<file path="src/core/ccs_pkg.sv">
// Purpose: Constants for the recovery receiver control/status register bank
// Assumes: Byte-wide register port fed by an external serial management slave
// Notes: Offsets are byte addresses of that port
//
// Behaviour
// RL1 - Status bit 5 reads 1 while input signal absent, else 0.
// RL2 - Status bit 4 latches on lock loss, holds until cleared.
// RL3 - Status bit 2 reads 0 while measuring rate, 1 when finished.
// RL4 - Status bit 3 reads 0 when loop locked, 1 while acquiring.
// RL5 - Rate control bit 0 set locks loop to reference clock, else data.
// RL6 - Host writes 1 into rate control bit 1 to start measurement.
// RL7 - Lock detect bit 7 set: lock-lost pin shows latched flag, else live.
// RL8 - Writing 1 then 0 to lock detect bit 6 clears status bit 4.
// RL9 - Writing 1 then 0 to lock detect bit 3 clears status bit 2.
// RL10 - Signal detect bit 1: 0 squelches both outputs, 1 each independently.
// RL11 - Three-bit byte select picks one of five error count bytes.
// RL12 - Read-only register returns error monitor converter input, low six bits.
// RL13 - Phase trim is six-bit two's complement, valid -30 to +30.
// RL14 - Each phase step moves sampling by one sixtieth unit interval.
// RL15 - Writing 1 then 0 to error control bit 3 starts one measurement.
// RL16 - Nine-bit rate bounds join eight high bits and one shared low bit. Code takes bit 1 of 0x39 for upper, bit 0 for lower.
// RL17 - Host writes zero into every reserved or must-be-zero control bit.
`default_nettype none

package ccs_pkg;
  // Register byte addresses
  localparam logic [7:0] ADDR_RATE_B0 = 8'h00;
  localparam logic [7:0] ADDR_RATE_B1 = 8'h01;
  localparam logic [7:0] ADDR_RATE_B2 = 8'h02;
  localparam logic [7:0] ADDR_COARSE = 8'h03;
  localparam logic [7:0] ADDR_STATUS = 8'h04;
  localparam logic [7:0] ADDR_RATE_CTL_RD = 8'h05;
  localparam logic [7:0] ADDR_LOCK_CTL_RD = 8'h06;
  localparam logic [7:0] ADDR_RATE_CTL = 8'h08;
  localparam logic [7:0] ADDR_LOCK_CTL = 8'h09;
  localparam logic [7:0] ADDR_SIG_CFG = 8'h11;
  localparam logic [7:0] ADDR_ERR_CTL = 8'h1e;
  localparam logic [7:0] ADDR_ERR_DONE = 8'h20;
  localparam logic [7:0] ADDR_ERR_BYTE = 8'h21;
  localparam logic [7:0] ADDR_ERR_LEVEL = 8'h24;
  localparam logic [7:0] ADDR_SEL_MODE = 8'h34;
  localparam logic [7:0] ADDR_UPPER = 8'h35;
  localparam logic [7:0] ADDR_LOWER = 8'h36;
  localparam logic [7:0] ADDR_PHASE = 8'h37;
  localparam logic [7:0] ADDR_BOUND_LSB = 8'h39;
  // Field positions
  localparam int ST_ABSENT = 5;
  localparam int ST_LATCHED = 4;
  localparam int ST_ACQUIRE = 3;
  localparam int ST_RATE_DONE = 2;
  localparam int RC_REF_LOCK = 0;
  localparam int RC_MEASURE = 1;
  localparam int LC_STATIC = 7;
  localparam int LC_CLR_LATCH = 6;
  localparam int LC_FREQ_ACQ = 5;
  localparam int LC_CLR_DONE = 3;
  localparam int SC_LOS_POL = 2;
  localparam int SC_SQUELCH = 1;
  localparam int EC_START = 3;
  localparam int EC_BITS_LO = 5;
  localparam int SM_LIMITED = 3;
  localparam int SM_HOLDOVER = 1;
  localparam int BL_UPPER = 1;
  localparam int BL_LOWER = 0;
  // Widths, limits and reset value
  localparam int ERR_W = 40;
  localparam int ERR_BYTES = 5;
  localparam int BITS_BASE_EXP = 18;
  localparam int BITS_STEP_EXP = 3;
  localparam logic signed [5:0] PHASE_MAX = 6'sd30;
  localparam logic signed [5:0] PHASE_MIN = -6'sd30;
  localparam int PHASE_STEPS_PER_UI = 60;
  localparam logic [7:0] CTL_RESET = 8'h00;

  typedef enum logic [1:0] {
    CCS_ERR_IDLE = 2'b01,
    CCS_ERR_RUN = 2'b10
  } ccs_err_state_t;
endpackage : ccs_pkg

`default_nettype wire

</file>
<file path="src/core/ccs_err_if.sv">
// Purpose: Link between register bank and error measurement engine
// Assumes: Single clock domain
// Notes: Start is a one-cycle pulse
`default_nettype none

interface ccs_err_if;
  logic start;
  logic [2:0] bits_sel;
  logic done;
  logic [39:0] err_count;
  modport bank (output start, output bits_sel, input done, input err_count);
  modport meter (input start, input bits_sel, output done, output err_count);
endinterface : ccs_err_if

`default_nettype wire

</file>
<file path="src/core/ccs_err_meter.sv">
// Purpose: Counts bit errors over a selected number of received bits
// Assumes: bit_tick and bit_error are one-cycle pulses per recovered bit
// Notes: Count stays readable after the run until the next start
`default_nettype none

module ccs_err_meter
  import ccs_pkg::*;
(
  input wire logic clock,
  input wire logic rst,
  input wire logic bit_tick,
  input wire logic bit_error,
  ccs_err_if.meter link
);
  ccs_err_state_t state_reg;
  logic [ERR_W-1:0] bits_reg;
  logic [ERR_W-1:0] errs_reg;
  logic done_reg;
  logic [ERR_W-1:0] last_bit;

  // Last bit index of a run of 2^(18+3k) bits
  function automatic logic [ERR_W-1:0] run_last(input logic [2:0] sel);
    logic [ERR_W-1:0] one;
    one = {{(ERR_W-1){1'b0}}, 1'b1};
    run_last = (one << (BITS_BASE_EXP + BITS_STEP_EXP * int'(sel))) - one;
  endfunction : run_last

  assign last_bit = run_last(link.bits_sel);

  ////////////////////////////////////////////////////////////////////////
  always_ff @(posedge clock) begin
    if (rst) begin
      state_reg <= CCS_ERR_IDLE;
      done_reg <= 1'b0;
    end else begin
      unique case (state_reg)
        CCS_ERR_IDLE: begin
          if (link.start) begin
            state_reg <= CCS_ERR_RUN; // RL15
            done_reg <= 1'b0;
          end
        end
        CCS_ERR_RUN: begin
          if (bit_tick && bits_reg == last_bit) begin
            state_reg <= CCS_ERR_IDLE;
            done_reg <= 1'b1;
          end
        end
        default: begin
          state_reg <= CCS_ERR_IDLE;
        end
      endcase
    end
  end

  always_ff @(posedge clock) begin
    if (rst) begin
      bits_reg <= '0;
      errs_reg <= '0;
    end else if (link.start && state_reg == CCS_ERR_IDLE) begin
      bits_reg <= '0;
      errs_reg <= '0;
    end else if (state_reg == CCS_ERR_RUN && bit_tick) begin
      bits_reg <= bits_reg + 1'b1;
      // Saturate rather than wrap on a hopeless link
      if (bit_error && errs_reg != {ERR_W{1'b1}}) begin
        errs_reg <= errs_reg + 1'b1;
      end
    end
  end

  assign link.done = done_reg;
  assign link.err_count = errs_reg;
endmodule : ccs_err_meter

`default_nettype wire

</file>
<file path="src/core/ccs_regs.sv">
// Purpose: Control and status register bank of the recovery receiver
// Assumes: Byte register port driven by a serial management slave
// Notes: Pulse-type actions fire on the 1-then-0 write sequence, except rate start, which fires on any write of 1
`default_nettype none

module ccs_regs
  import ccs_pkg::*;
(
  input wire logic clock,
  input wire logic rst,
  // Register port
  input wire logic reg_wr,
  input wire logic reg_rd,
  input wire logic [7:0] reg_addr,
  input wire logic [7:0] reg_wdata,
  output logic [7:0] reg_rdata,
  // Receiver state
  input wire logic signal_absent,
  input wire logic loop_acquiring,
  input wire logic rate_meas_finished,
  input wire logic [23:0] measured_rate,
  input wire logic [8:0] coarse_rate,
  input wire logic [5:0] err_mon_level,
  input wire logic bit_tick,
  input wire logic bit_error,
  // Controls to the analogue side
  output logic lock_to_reference,
  output logic rate_meas_start,
  output logic freq_acq_start,
  output logic [5:0] ref_ratio,
  output logic [1:0] ref_range,
  output logic squelch_independent,
  output logic signal_absent_pin,
  output logic lock_lost_pin,
  output logic limited_rate_en,
  output logic holdover_en,
  output logic [8:0] upper_rate_bound,
  output logic [8:0] lower_rate_bound,
  output logic [5:0] sample_phase_code
);
  ccs_err_if err_link ();

  logic [7:0] rate_ctl_reg;
  logic [7:0] lock_ctl_reg;
  logic [7:0] sig_cfg_reg;
  logic [7:0] err_ctl_reg;
  logic [7:0] sel_mode_reg;
  logic [7:0] upper_reg;
  logic [7:0] lower_reg;
  logic [7:0] phase_reg;
  logic [7:0] bound_lsb_reg;
  logic latched_loss_reg;
  logic acquiring_prev_reg;
  logic rate_done_reg;
  logic rate_start_reg;
  logic freq_start_reg;
  logic err_start_reg;
  logic [7:0] rdata_reg;
  logic lol_pin_reg;
  logic los_pin_reg;
  logic [5:0] phase_out_reg;
  logic [8:0] upper_out_reg;
  logic [8:0] lower_out_reg;
  logic [7:0] status_next;
  logic [7:0] rdata_next;
  logic loss_event;
  logic clr_latch;
  logic clr_rate_done;

  // True on a write to the given address
  function automatic logic wr_hit(input logic wr, input logic [7:0] a,
                                  input logic [7:0] target);
    wr_hit = wr && (a == target);
  endfunction : wr_hit

  // True when a write drops a bit that was stored as 1
  function automatic logic falls(input logic hit, input logic old_bit,
                                 input logic new_bit);
    falls = hit && old_bit && !new_bit;
  endfunction : falls

  // Limit a phase code to the usable span
  function automatic logic [5:0] clamp_phase(input logic [5:0] code);
    logic signed [5:0] s;
    s = signed'(code);
    if (s > PHASE_MAX) begin
      clamp_phase = PHASE_MAX;
    end else if (s < PHASE_MIN) begin
      clamp_phase = PHASE_MIN;
    end else begin
      clamp_phase = code;
    end
  endfunction : clamp_phase

  ////////////////////////////////////////////////////////////////////////
  // Write-only control registers
  always_ff @(posedge clock) begin
    if (rst) begin
      rate_ctl_reg <= CTL_RESET;
      lock_ctl_reg <= CTL_RESET;
      sig_cfg_reg <= CTL_RESET;
      err_ctl_reg <= CTL_RESET;
    end else begin
      if (wr_hit(reg_wr, reg_addr, ADDR_RATE_CTL)) begin
        rate_ctl_reg <= reg_wdata;
      end
      if (wr_hit(reg_wr, reg_addr, ADDR_LOCK_CTL)) begin
        lock_ctl_reg <= reg_wdata;
      end
      if (wr_hit(reg_wr, reg_addr, ADDR_SIG_CFG)) begin
        sig_cfg_reg <= reg_wdata;
      end
      if (wr_hit(reg_wr, reg_addr, ADDR_ERR_CTL)) begin
        err_ctl_reg <= reg_wdata;
      end
    end
  end

  always_ff @(posedge clock) begin
    if (rst) begin
      sel_mode_reg <= CTL_RESET;
      upper_reg <= CTL_RESET;
      lower_reg <= CTL_RESET;
      phase_reg <= CTL_RESET;
      bound_lsb_reg <= CTL_RESET;
    end else begin
      if (wr_hit(reg_wr, reg_addr, ADDR_SEL_MODE)) begin
        sel_mode_reg <= reg_wdata;
      end
      if (wr_hit(reg_wr, reg_addr, ADDR_UPPER)) begin
        upper_reg <= reg_wdata;
      end
      if (wr_hit(reg_wr, reg_addr, ADDR_LOWER)) begin
        lower_reg <= reg_wdata;
      end
      if (wr_hit(reg_wr, reg_addr, ADDR_PHASE)) begin
        phase_reg <= reg_wdata;
      end
      if (wr_hit(reg_wr, reg_addr, ADDR_BOUND_LSB)) begin
        bound_lsb_reg <= reg_wdata;
      end
    end
  end

  ////////////////////////////////////////////////////////////////////////
  // Write-sequence actions
  assign clr_latch = falls(wr_hit(reg_wr, reg_addr, ADDR_LOCK_CTL),
                           lock_ctl_reg[LC_CLR_LATCH], reg_wdata[LC_CLR_LATCH]); // RL8
  assign clr_rate_done = falls(wr_hit(reg_wr, reg_addr, ADDR_LOCK_CTL),
                               lock_ctl_reg[LC_CLR_DONE], reg_wdata[LC_CLR_DONE]); // RL9

  // Every write with the measure bit set counts as a fresh request
  always_ff @(posedge clock) begin
    if (rst) begin
      rate_start_reg <= 1'b0;
    end else begin
      rate_start_reg <= wr_hit(reg_wr, reg_addr, ADDR_RATE_CTL) && reg_wdata[RC_MEASURE]; // RL6
    end
  end

  always_ff @(posedge clock) begin
    if (rst) begin
      freq_start_reg <= 1'b0;
    end else begin
      freq_start_reg <= falls(wr_hit(reg_wr, reg_addr, ADDR_LOCK_CTL),
                              lock_ctl_reg[LC_FREQ_ACQ], reg_wdata[LC_FREQ_ACQ]);
    end
  end

  always_ff @(posedge clock) begin
    if (rst) begin
      err_start_reg <= 1'b0;
    end else begin
      err_start_reg <= falls(wr_hit(reg_wr, reg_addr, ADDR_ERR_CTL),
                             err_ctl_reg[EC_START], reg_wdata[EC_START]); // RL15
    end
  end

  assign err_link.start = err_start_reg;
  assign err_link.bits_sel = err_ctl_reg[EC_BITS_LO +: 3];

  ccs_err_meter u_meter (
    .clock(clock),
    .rst(rst),
    .bit_tick(bit_tick),
    .bit_error(bit_error),
    .link(err_link)
  );

  ////////////////////////////////////////////////////////////////////////
  // Status flags
  assign loss_event = loop_acquiring && !acquiring_prev_reg;

  always_ff @(posedge clock) begin
    if (rst) begin
      acquiring_prev_reg <= 1'b0;
    end else begin
      acquiring_prev_reg <= loop_acquiring;
    end
  end

  // A loss in the clearing cycle still sets the flag
  always_ff @(posedge clock) begin
    if (rst) begin
      latched_loss_reg <= 1'b0;
    end else if (loss_event) begin
      latched_loss_reg <= 1'b1; // RL2
    end else if (clr_latch) begin
      latched_loss_reg <= 1'b0; // RL8
    end
  end

  // Done drops when a measurement starts, rises when it ends
  always_ff @(posedge clock) begin
    if (rst) begin
      rate_done_reg <= 1'b0;
    end else if (rate_meas_finished) begin
      rate_done_reg <= 1'b1; // RL3
    end else if (rate_start_reg || clr_rate_done) begin
      rate_done_reg <= 1'b0; // RL9
    end
  end

  always_comb begin
    status_next = 8'h00;
    status_next[ST_ABSENT] = signal_absent; // RL1
    status_next[ST_LATCHED] = latched_loss_reg; // RL2
    status_next[ST_ACQUIRE] = loop_acquiring; // RL4
    status_next[ST_RATE_DONE] = rate_done_reg; // RL3
    status_next[0] = coarse_rate[0];
  end

  ////////////////////////////////////////////////////////////////////////
  // Read path; write-only and unmapped addresses read zero
  always_comb begin
    rdata_next = 8'h00;
    unique case (reg_addr)
      ADDR_RATE_B0: rdata_next = measured_rate[7:0];
      ADDR_RATE_B1: rdata_next = measured_rate[15:8];
      ADDR_RATE_B2: rdata_next = measured_rate[23:16];
      ADDR_COARSE: rdata_next = coarse_rate[8:1];
      ADDR_STATUS: rdata_next = status_next;
      ADDR_RATE_CTL_RD: rdata_next = rate_ctl_reg;
      ADDR_LOCK_CTL_RD: rdata_next = lock_ctl_reg;
      ADDR_ERR_DONE: rdata_next = {7'h00, err_link.done};
      ADDR_ERR_BYTE: rdata_next = err_link.err_count[8*int'(err_ctl_reg[2:0]) +: 8]; // RL11
      ADDR_ERR_LEVEL: rdata_next = {2'b00, err_mon_level}; // RL12
      default: rdata_next = 8'h00;
    endcase
    // Codes above the fifth byte read zero
    if (reg_addr == ADDR_ERR_BYTE && int'(err_ctl_reg[2:0]) >= ERR_BYTES) begin
      rdata_next = 8'h00;
    end
  end

  always_ff @(posedge clock) begin
    if (rst) begin
      rdata_reg <= 8'h00;
    end else if (reg_rd) begin
      rdata_reg <= rdata_next;
    end
  end

  ////////////////////////////////////////////////////////////////////////
  // Pin and analogue control outputs
  always_ff @(posedge clock) begin
    if (rst) begin
      lol_pin_reg <= 1'b0;
      los_pin_reg <= 1'b0;
    end else begin
      lol_pin_reg <= lock_ctl_reg[LC_STATIC] ? latched_loss_reg : loop_acquiring; // RL7
      // Polarity select lets the pin match either board convention
      los_pin_reg <= sig_cfg_reg[SC_LOS_POL] ? !signal_absent : signal_absent;
    end
  end

  // Out-of-span codes are clamped so the sampler never leaves the eye span
  always_ff @(posedge clock) begin
    if (rst) begin
      phase_out_reg <= 6'h00;
    end else begin
      phase_out_reg <= clamp_phase(phase_reg[5:0]); // RL13 RL14
    end
  end

  always_ff @(posedge clock) begin
    if (rst) begin
      upper_out_reg <= 9'h000;
      lower_out_reg <= 9'h000;
    end else begin
      upper_out_reg <= {upper_reg, bound_lsb_reg[BL_UPPER]}; // RL16
      lower_out_reg <= {lower_reg, bound_lsb_reg[BL_LOWER]}; // RL16
    end
  end

  assign reg_rdata = rdata_reg;
  assign lock_to_reference = rate_ctl_reg[RC_REF_LOCK]; // RL5
  assign rate_meas_start = rate_start_reg;
  assign freq_acq_start = freq_start_reg;
  assign ref_ratio = rate_ctl_reg[7:2] & 6'h0f;
  assign ref_range = rate_ctl_reg[7:6];
  assign squelch_independent = sig_cfg_reg[SC_SQUELCH]; // RL10
  assign signal_absent_pin = los_pin_reg;
  assign lock_lost_pin = lol_pin_reg;
  assign limited_rate_en = sel_mode_reg[SM_LIMITED];
  assign holdover_en = sel_mode_reg[SM_HOLDOVER];
  assign upper_rate_bound = upper_out_reg;
  assign lower_rate_bound = lower_out_reg;
  assign sample_phase_code = phase_out_reg;
endmodule : ccs_regs

`default_nettype wire

</file>
<file path="config.mk">
export PLATFORM = sky130hd
export DESIGN_NAME = ccs_regs
export DESIGN_NICKNAME = d
export VERILOG_FILES = /design/src/core/ccs_pkg.sv /design/src/core/ccs_err_if.sv /design/src/core/ccs_err_meter.sv /design/src/core/ccs_regs.sv
export SDC_FILE = /design/constraint.sdc
export NUM_CORES = 1
export LEC_CHECK = 0
export BUFFER_PORTS_ARGS = -buffer_cell sky130_fd_sc_hd__clkbuf_2
export CAP_MARGIN = 20
export CELL_PAD_IN_SITES_DETAIL_PLACEMENT = 0
export CELL_PAD_IN_SITES_GLOBAL_PLACEMENT = 1
export CORE_MARGIN = 8
export CORE_UTILIZATION = 25
export DETAILED_ROUTE_END_ITERATION = 16
export GPL_TIMING_DRIVEN = 0
export PLACE_DENSITY_LB_ADDON = 0.1
export SLEW_MARGIN = 40
export SYNTH_ARGS = -nofsm -noshare
export SYNTH_HDL_FRONTEND = slang
export SYNTH_SLANG_ARGS = --single-unit
</file>
<file path="constraint.sdc">
create_clock -name clock -period 5.8 [get_ports clock]
set_clock_uncertainty 0.05 [all_clocks]
set_input_delay 0 -clock clock [delete_from_list [all_inputs] [get_ports clock]]
set_output_delay 0 -clock clock [all_outputs]
set_load 0.005 [all_outputs]
</file>
==> impl_metrics.ini, run 1 <==
[worst_hold_path]
holdPathStages = 3
hold_path_class = in -> reg
min_to = u_meter.state_reg[1]
hp-start = rst

[synth]
synthXorXnorAreaFrac_pct = 8.73
synthDistinctLibCells = 74
syn_area_per_cell_sq_um = 8.52
synth_fa_ha_area_share_pct = 1.76
ys_seq_area_share_pct = 38.9
synth_area_sq_um = 8950
synth-main-ff-cell = dfxtp_1
synth_top_family_by_area = simple AND/OR/NAND/NOR gates
synth_compound_area_share_pct = 11.6
async_flop_share_pct = 0
yosys-mux-area-fraction_pct = 8.72
synth_edf_count = 0
ys_warn_count = 0
synth-seq-cells = 174
syn-instance-count = 1051
synth_simple_gate_area_share_pct = 26.0

[layout]
fill_cells = 3847
diodes = 0
syn2layout_area_growth_pct = 24.6
seq_area_sq_um = 3480
fin_nets = 1295
final_area_sq_um = 11200
multi_input_area_sq_um = 5120
utilization_pct = 31.5
drive_gt1_share_pct = 14.9

[critical_path]
rr_startpoint = err_ctl_reg[6]
crit_chain = ha_1, clkbuf_1, inv_1, fa_1, inv_1, ha_1, clkbuf_1, buf_1, a311oi_1, a31oi_1, a21oi_1, xnor2_1, nor4_2, nand4_1, a211o_1
crit_buf_inv = 5
slowest_delay_ns = 0.60
reg2reg_slack_ns = 0.99
end_kind = flop
cp.required_ns = 6.08
crit_slowest_cell = a311oi_1
r2r-end = u_meter.state_reg[1]
path_class = reg -> reg
start_kind = flop
r2r_cells = 15
arrival_ns = 5.08
cp_top_family = compound AO/OA/AOI/OAI gates
cp_max_fo = 10

[timing]
rsz0062_at_grt = false
hold_violations = 0
drv_slew = 0
hold_ws_ns = 0.0593
post-route-period-util_pct = 82.9
setup_viol = 0
finalCriticalPeriod_ns = 4.81
final.setup.tns_ns = 0
worst_pin_slew_ns = 0.815
relSlewSlack_pct = 45.4
max_freq_ghz = 0.208

[drt]
first_iter_violations = 341
viasPerCell = 4.70
dr.pass1.iters = 4
wl_per_cell_um = 17.7
drc_errors = 0
vias = 7953
final_antenna_net_count = 0
wl_mm = 30.0

[run]
maxCapViolations = 0

[grt]
antenna_found_initial = 0
grt_max_degree = 17
grt_use_total_pct = 14.3
grt_pass1_vias = 8013
grt-ovfl-total = 0
grt_pass1_wl_mm = 47.0

[cts]
clk_pin_slew_ns = 0.07
cts_resized = 0
numCtsBuffers = 17
htree_levels = 4
postCtsSetupBuffers = 0
cts_tree = built
holdBufCountCts = 42
cts.sinks = 174
clockBufferDepth = 2
clkLatencyLatePin_ns = 0.44
ctsRootBufferMaster = clkbuf_16

[placement]
globalplace.congestion = 0.787
hpwl_mm = 22.9
placed_area_sq_um = 10100
io_buffers = 106

[power_and_ir_drop]
p_total_w = 0.00255
powerDensity_nw_per_um2 = 229
leakagePower_nw = 4.04
ir_drop_v = 0.000201

[die]
design.portCount = 112
start_util_pct = 25.3
coreArea_sq_um = 35400
design.die.area_sq_um = 42100
die_w_um = 205
die_y_um = 205
core.rowCount = 69

[status]
status = finished clean
[worst max-delay path by stage]
stage | start | endpoint | slack (ns) | cells past startpoint
after global routing | err_ctl_reg[6] | u_meter.state_reg[1] | 0.60 | 15
after detailed placement | err_ctl_reg[6] | u_meter.state_reg[1] | 0.99 | 15
after CTS | err_ctl_reg[6] | u_meter.state_reg[1] | 0.97 | 15
after global placement | err_ctl_reg[6] | u_meter.state_reg[1] | 0.91 | 15
after floorplan | err_ctl_reg[6] | u_meter.state_reg[1] | 1.98 | 16
final | err_ctl_reg[6] | u_meter.state_reg[1] | 0.99 | 15
[layer usage]
| metal | vias up | part of all wire [%] | track usage, % |
|---|---|---|---|
| met4 | 0 | 1.7 | 4.31 |
| met5 | - | 0 | 0 |
| met3 | 30 | 3.1 | 2.49 |
| li1 | 4021 | - | - |
| met2 | 127 | 47 | 23.8 |
| met1 | 3775 | 48 | 18.8 |
[worst register-to-register path, cell delays in order (launching register included)]
cell,delay (ns)
dfxtp_1,0.41
ha_1,0.28
clkbuf_1,0.41
inv_1,0.15
fa_1,0.53
inv_1,0.05
ha_1,0.28
clkbuf_1,0.25
buf_1,0.31
a311oi_1,0.61
a31oi_1,0.08
a21oi_1,0.27
xnor2_1,0.13
nor4_2,0.37
nand4_1,0.22
a211o_1,0.30
[final cells by class]
| class | count | share of cell area [%] |
|---|---|---|
| multi-input cells | 790 | 45.9 |
| flip-flops and latches | 174 | 31.2 |
| repair buffers | 148 | 8.52 |
| well taps | 461 | 5.17 |
| clock buffers | 19 | 4.06 |
| plain buffers | 60 | 2.50 |
| clock inverters | 13 | 1.69 |
| inverters | 28 | 0.942 |
[Yosys cell counts, drive strengths merged (3+ instances only)]
cell,n,area share (%)
a22o,8,0.78
nor2b,31,2.2
nor2,175,7.3
nand3b,6,0.50
mux4,8,2.0
o211ai,3,0.25
a22oi,13,1.1
or3,16,1.1
mux2i,60,6.7
and4,8,0.78
nor3,27,1.5
nand4,28,2.0
a21oi,34,1.9
o2111ai,4,0.39
a211oi,4,0.39
and3,14,0.98
inv,28,1.2
a32oi,3,0.29
o21bai,3,0.25
or4,4,0.34
nand2,72,3.0
nor3b,5,0.42
ha,11,1.5
a221oi,11,1.1
a311oi,3,0.29
nand2b,16,1.1
o21ai,31,1.8
xor2,48,4.8
buf,18,1.3
clkbuf,42,1.8
dfxtp,174,39
xnor2,37,3.7
a31oi,9,0.80
and2,10,0.75
or2,4,0.28
nor4,10,0.84
nand3,45,2.6
[power by group]
group          leakage (nW)  switching, W  total (W)  internal [W]
logic                  2.34     0.0000614  0.0000975     0.0000361
clock network         0.297      0.000513    0.00126      0.000745
registers              1.40    0.00000192    0.00120       0.00120
total                  4.04      0.000576    0.00255       0.00198
[cell usage in the layout, fill, tap and decap left out, types with 10 or more instances in the layout]
cell             n
nand4_1         28
nor3_1          24
a21oi_1         33
o21ai_0         30
nand2b_1        16
nor2b_1         31
or3_1           16
nor2_1         173
clkbuf_1        41
ha_1            11
dfxtp_1        174
mux2i_1         60
nand3_1         44
clkbuf_2       107
inv_1           28
a22oi_1         13
dlygate4sd3_1   42
xnor2_1         36
and3_1          14
clkbuf_16       17
nand2_1         72
a221oi_1        10
xor2_1          47
[cells by family (layout without fill, tap and decap cells)]
| logic type | count (synthesis) | after routing |
|---|---|---|
| xor+xnor | 86 | 86 |
| mux | 68 | 68 |
| simple gates | 474 | 474 |
| flops | 174 | 174 |
| other cells | 1 | 2 |
| compound gates | 148 | 148 |
| fa+ha+maj | 12 | 12 |
| buf+inv | 88 | 268 |
[stage by stage]
stage	std cells	worst slack, ns
global placement	1619	0.906
global route	1693	0.600
finish	1693	0.993
floorplan	1052	1.98
CTS	1693	0.969
detailed placement	1619	0.989
Note: power is estimated with default switching activity, not from simulation.
==> run 2, diff against run 1 <==
Clock period 5.8 ns to 4.6 ns, I/O delays scaled along.
==> run 2 against run 1 <==
Net effect: via count rose by 0.24%; global-route usage did not move; power rose by 26%; critical path type unchanged; critical endpoint unchanged.
==> impl_metrics.ini, run 2 (synthesis gave the netlist of run 1 again) <==
[status]
status = finished clean

[cts]
cts.sinks = 174
cts_tree = built
clkLatencyLatePin_ns = 0.44
clk_pin_slew_ns = 0.07
numCtsBuffers = 17
clockBufferDepth = 2
htree_levels = 4
ctsRootBufferMaster = clkbuf_16

[die]
design.die.area_sq_um = 42100
die_y_um = 205
design.portCount = 112
core.rowCount = 69
die_w_um = 205
coreArea_sq_um = 35400
start_util_pct = 25.3

[power_and_ir_drop]
seqPwrFrac_pct = 46.9
clkPwrFrac_pct = 49.2
ir_drop_v = 0.000254
internal_power_w = 0.00249
powerDensity_nw_per_um2 = 287
combPwrFrac_pct = 3.8
swShare_pct = 22.6
leakagePower_nw = 4.07
power.switching_w = 0.000726

[grt]
grt-ovfl-total = 0
grt_use_total_pct = 14.3
antenna_found_initial = 0
grt_pass1_vias = 8012
grt_max_degree = 17
grt_pass1_wl_mm = 47.0

[critical_path]
start_kind = flop
cp_max_fo = 10
path_class = reg -> reg
cp.required_ns = 4.88
end_kind = flop
arrival_ns = 4.50

[drt]
wl_mm = 30.0
drc_errors = 0
dr.pass1.iters = 4
final_antenna_net_count = 0
viasPerCell = 4.70
first_iter_violations = 364
wl_per_cell_um = 17.7
vias = 7972

[timing]
finalCriticalPeriod_ns = 4.22
max_freq_ghz = 0.237
relSlewSlack_pct = 45.7
worst_pin_slew_ns = 0.808
rsz0062_at_grt = false
drv_slew = 0
hold_violations = 0
worst_slack_ns = 0.379
setup_viol = 0
post-route-period-util_pct = 91.8

[layout]
fill_cells = 3842
utilization_pct = 31.7
drive_gt1_share_pct = 15.8
syn2layout_area_growth_pct = 25.2
diodes = 0
mostFrequentLayoutCells = dfxtp_1, nor2_1, clkbuf_2
final_common_cell = dfxtp_1
fin_nets = 1297

[run]
maxCapViolations = 0

[placement]
io_buffers = 106
globalplace.congestion = 0.787
dp_slack_ns = -0.211
hpwl_mm = 22.9

[worst_hold_path]
hold_path_class = in -> reg
[run 2: cell types whose count changed in the layout (fill, tap and decap cells not counted), sizes merged]
cell    before  now
buf         18   21
clkbuf     167  166
[run 2: worst max-delay path, cell delays in order, from the launching register on]
cell,delay [ns]
dfxtp_1,0.41
ha_2,0.28
buf_2,0.25
inv_1,0.10
fa_1,0.51
inv_1,0.05
ha_1,0.24
a211oi_4,0.32
o21ai_2,0.13
a311o_1,0.43
and2_4,0.20
buf_6,0.13
a31oi_4,0.15
a221oi_2,0.05
a2111oi_2,0.29
nand4_1,0.21
a211o_1,0.30
[run 2: area by class of cell]
cell class / count / area, sq um / area share, %
multi-input cells: 790 / 5160 / 46.0
flip-flops and latches: 174 / 3480 / 31.1
repair buffers: 150 / 966 / 8.61
well taps: 461 / 577 / 5.14
clock buffers: 19 / 453 / 4.04
plain buffers: 60 / 284 / 2.53
clock inverters: 13 / 189 / 1.68
inverters: 28 / 105 / 0.937
[run 2: power by group through the flow]
stage	logic [W]	registers (W)	clock network [W]
floorplan	0.0000441	0.00154	0
global placement	0.000113	0.00155	0
detailed placement	0.000112	0.00155	0
CTS	0.000127	0.00151	0.00165
global route	0.000136	0.00151	0.00171
finish	0.000123	0.00151	0.00159
[run 2: path summary, 6_finish.rpt]
check / startpoint / end / slack [ns] / cells past startpoint
max: err_ctl_reg[6] / u_meter.state_reg[1] / 0.38 / 16
min: reg_wdata[3] / rate_ctl_reg[3] / 0.06 / 3
max reg2reg: err_ctl_reg[6] / u_meter.state_reg[1] / 0.38 / 16
min reg2reg: lower_reg[1] / lower_rate_bound[2] / 0.41 / 1
[run 2: layer usage]
layer  routed length, um  track usage (%)
met5                   0                0
met4                 483             4.31
met3                 944             2.49
met2               14300             23.8
met1               14300             18.8
[run 2: what timing repair did]
action                     in CTS  in global routing
hold endpoints to repair       51                  0
pin swaps                       0                  0
setup endpoints to repair       3                  3
buffers inserted                0                  2
hold buffers                   42                  0
resized for setup               5                 10
[run 2: per-stage QoR]
| stage | area (sq um) | cells | hold slack, ns | power, W | setup TNS [ns] |
|---|---|---|---|---|---|
| after floorplan | 8960 | 1052 | 0.0677 | 0.00159 | 0 |
| after CTS | 11200 | 1693 | 0.0183 | 0.00329 | 0 |
| final | 11200 | 1695 | 0.0561 | 0.00322 | 0 |
| after detailed placement | 10100 | 1619 | 0.197 | 0.00166 | -0.469 |
| after global placement | 10100 | 1619 | 0.176 | 0.00166 | -0.708 |
| after global routing | 11200 | 1695 | 0.0652 | 0.00335 | 0 |
==> run 3, diff against run 2 <==
Settings changed: CAP_MARGIN 20 to unset, CTS_CLUSTER_DIAMETER set to 150, SYNTH_HIERARCHICAL set to 1.
==> run 3 against run 2 <==
Net effect: critical path type unchanged; the flow now finishes with violations (setup timing); count of clock-buffer cells in the layout down 2; area after synthesis increased by 14%; sequential power about the same; sequential share of layout area decreased by 3.5 points; final area grew 13%; global-route usage is 1.9 points higher; clock power is 3% lower.
==> impl_metrics.ini, run 3 <==
[cts]
ctsRootBufferMaster = clkbuf_16
clkLatencyLatePin_ns = 0.48
numCtsBuffers = 17
htree_levels = 4
clockBufferDepth = 2
cts.sinks = 174
clk_pin_slew_ns = 0.08
cts_tree = built

[layout]
drive_gt1_share_pct = 18.2
mostFrequentLayoutCells = nor2_1, dfxtp_1, clkbuf_2
syn2layout_area_growth_pct = 24.1
seq_area_sq_um = 3490
final_common_cell = nor2_1
utilization_pct = 31.2
fill_cells = 4383
multi_input_area_sq_um = 6450
fin_nets = 1460
diodes = 0

[drt]
wl_mm = 38.3
viasPerCell = 4.90
drc_errors = 0
first_iter_violations = 662
dr.pass1.iters = 5
vias = 9426
wl_per_cell_um = 19.9
final_antenna_net_count = 0

[grt]
grt_use_total_pct = 16.3
antenna_found_initial = 0
grt_pass1_vias = 9516
grt_pass1_wl_mm = 58.8
grt-ovfl-total = 0
grt_max_degree = 22

[power_and_ir_drop]
seqPwrFrac_pct = 46.9
power.switching_w = 0.000895
internal_power_w = 0.00232
powerDensity_nw_per_um2 = 253
p_total_w = 0.00321
ir_drop_v = 0.000281
swShare_pct = 27.8
leakagePower_nw = 4.72
combPwrFrac_pct = 5.3
clkPwrFrac_pct = 47.8

[status]
failed_checks = setup timing
status = finished, violations left

[synth]
async_flop_share_pct = 0
syn_area_per_cell_sq_um = 8.42
synth_edf_count = 0
synth_commonest_cells = nor2_1, dfxtp_1, nand2_1, mux2i_1, xor2_1
synth-main-ff-cell = dfxtp_1
ys_warn_count = 6
yosysMostFrequentCell = nor2_1
syn-instance-count = 1214
synth-seq-cells = 174
synth_area_leaders = dfxtp_1, mux2i_1, nor2_1
synthDistinctLibCells = 98
ys_seq_area_share_pct = 34.1
synth_area_sq_um = 10200
synth_top_area_share_pct = 34.1
synth_top_area_cell = dfxtp_1

[placement]
hpwl_mm = 29.0
io_buffers = 104
globalplace.congestion = 0.864

[timing]
post-route-period-util_pct = 101
setup_viol = 1
finalCriticalPeriod_ns = 4.64
worst_pin_slew_ns = 0.777
relSlewSlack_pct = 48.0
drv_slew = 0
hold_violations = 0
max_freq_ghz = 0.215
worst_slack_ns = -0.0428
rsz0062_at_grt = true

[critical_path]
arrival_ns = 4.97
cp_max_fo = 10
end_kind = flop
start_kind = flop
path_class = reg -> reg
cp.required_ns = 4.93

[die]
start_util_pct = 25.2
design.die.area_sq_um = 47600
design.portCount = 112
die_y_um = 218
core.rowCount = 74
die_w_um = 218
coreArea_sq_um = 40600

[run]
maxCapViolations = 0

[worst_hold_path]
hold_path_class = in -> reg
==> run 3: cell types whose count changed after synthesis, sizes merged, moves of 9 or more <==
cell,delta
mux2i,+10
and4,+10
xor2,+15
mux2,+11
buf,+15
a221oi,-9
==> run 3: cell type report <==
class / instances / share of cell area [%]
tap: 532 / 5.24
timing repair buffer: 147 / 7.16
sequential: 174 / 27.5
inverter: 24 / 0.789
clock buffer: 17 / 3.35
clock inverter: 15 / 1.61
multi-input combinational: 934 / 50.8
buffer: 81 / 3.50
==> run 3: metal layers <==
layer  GRT usage, %  vias to the layer above  share of wire, %
met1           21.4                     4465                46
met3           3.91                       53               5.3
met5              0                        -                 0
met4           6.34                        0               2.6
met2           25.4                      265                46
li1               -                     4643                 -
==> run 3: cell families after synthesis <==
family,Yosys count,synth area share (%)
AOI/OAI and AO/OA,193,13.5
xor gates and xnor gates,111,9.95
adders and majority gates,17,2.15
buffers and inverters,107,4.71
DFF,174,34.1
muxes,81,8.06
other,1,0.0367
and+or+nand+nor,530,27.6
==> run 3: metrics by stage <==
stage	hold slack [ns]	cell area [sq um]	instances	setup slack, ns	TNS, ns
3_5_place_dp	0.208	11500	1851	-1.30	-3.69
4_1_cts	0.0114	12600	1923	-0.134	-0.244
3_3_place_gp	0.200	11500	1851	-1.35	-3.87
2_1_floorplan	0.0191	10300	1215	0.0634	0
6_report	0.0418	12700	1924	-0.0428	-0.0428
5_1_grt	0.0598	12700	1924	-0.202	-0.450
==> run 3: power by group through the flow <==
stage	registers (W)	logic [W]	clock network (W)
after floorplan	0.00155	0.0000778	0
after global placement	0.00155	0.000160	0
after detailed placement	0.00155	0.000159	0
after CTS	0.00151	0.000172	0.00161
after global routing	0.00151	0.000185	0.00167
final	0.00151	0.000169	0.00154
==> run 3: timing repair <==
action | CTS | global route
endpoints found under the setup margin | 3 | 3
resized for setup | 38 | 10
pin swaps | 18 | 5
setup buffers | 15 | 2
endpoints found under the hold margin | 50 | 0
hold buffers | 26 | 0
==> run 3: critical path: stages, from the launching register on <==
cell and delay, ns:
dfxtp_4 0.40, ha_4 0.18, clkinvlp_4 0.14, fa_1 0.57
inv_2 0.05, ha_4 0.27, clkbuf_8 0.15, inv_1 0.08
buf_8 0.16, nand3_2 0.08, ha_4 0.19, inv_4 0.04
or4_1 0.40, a31oi_1 0.17, xnor3_1 0.28, nand4b_1 0.34
a2111oi_4 0.36, and4_4 0.31, a31oi_4 0.09, o21ba_1 0.21
==> run 3: worst paths after layout <==
path	from	end	slack [ns]	cells after the start
worst max-delay path	err_ctl_reg[6]	u_meter/state_reg[1]	-0.04	19
worst min-delay path	reg_wdata[3]	sel_mode_reg[3]	0.04	3
worst max register to register	err_ctl_reg[6]	u_meter/state_reg[1]	-0.04	19
worst min register to register	upper_reg[2]	upper_rate_bound[3]	0.41	1
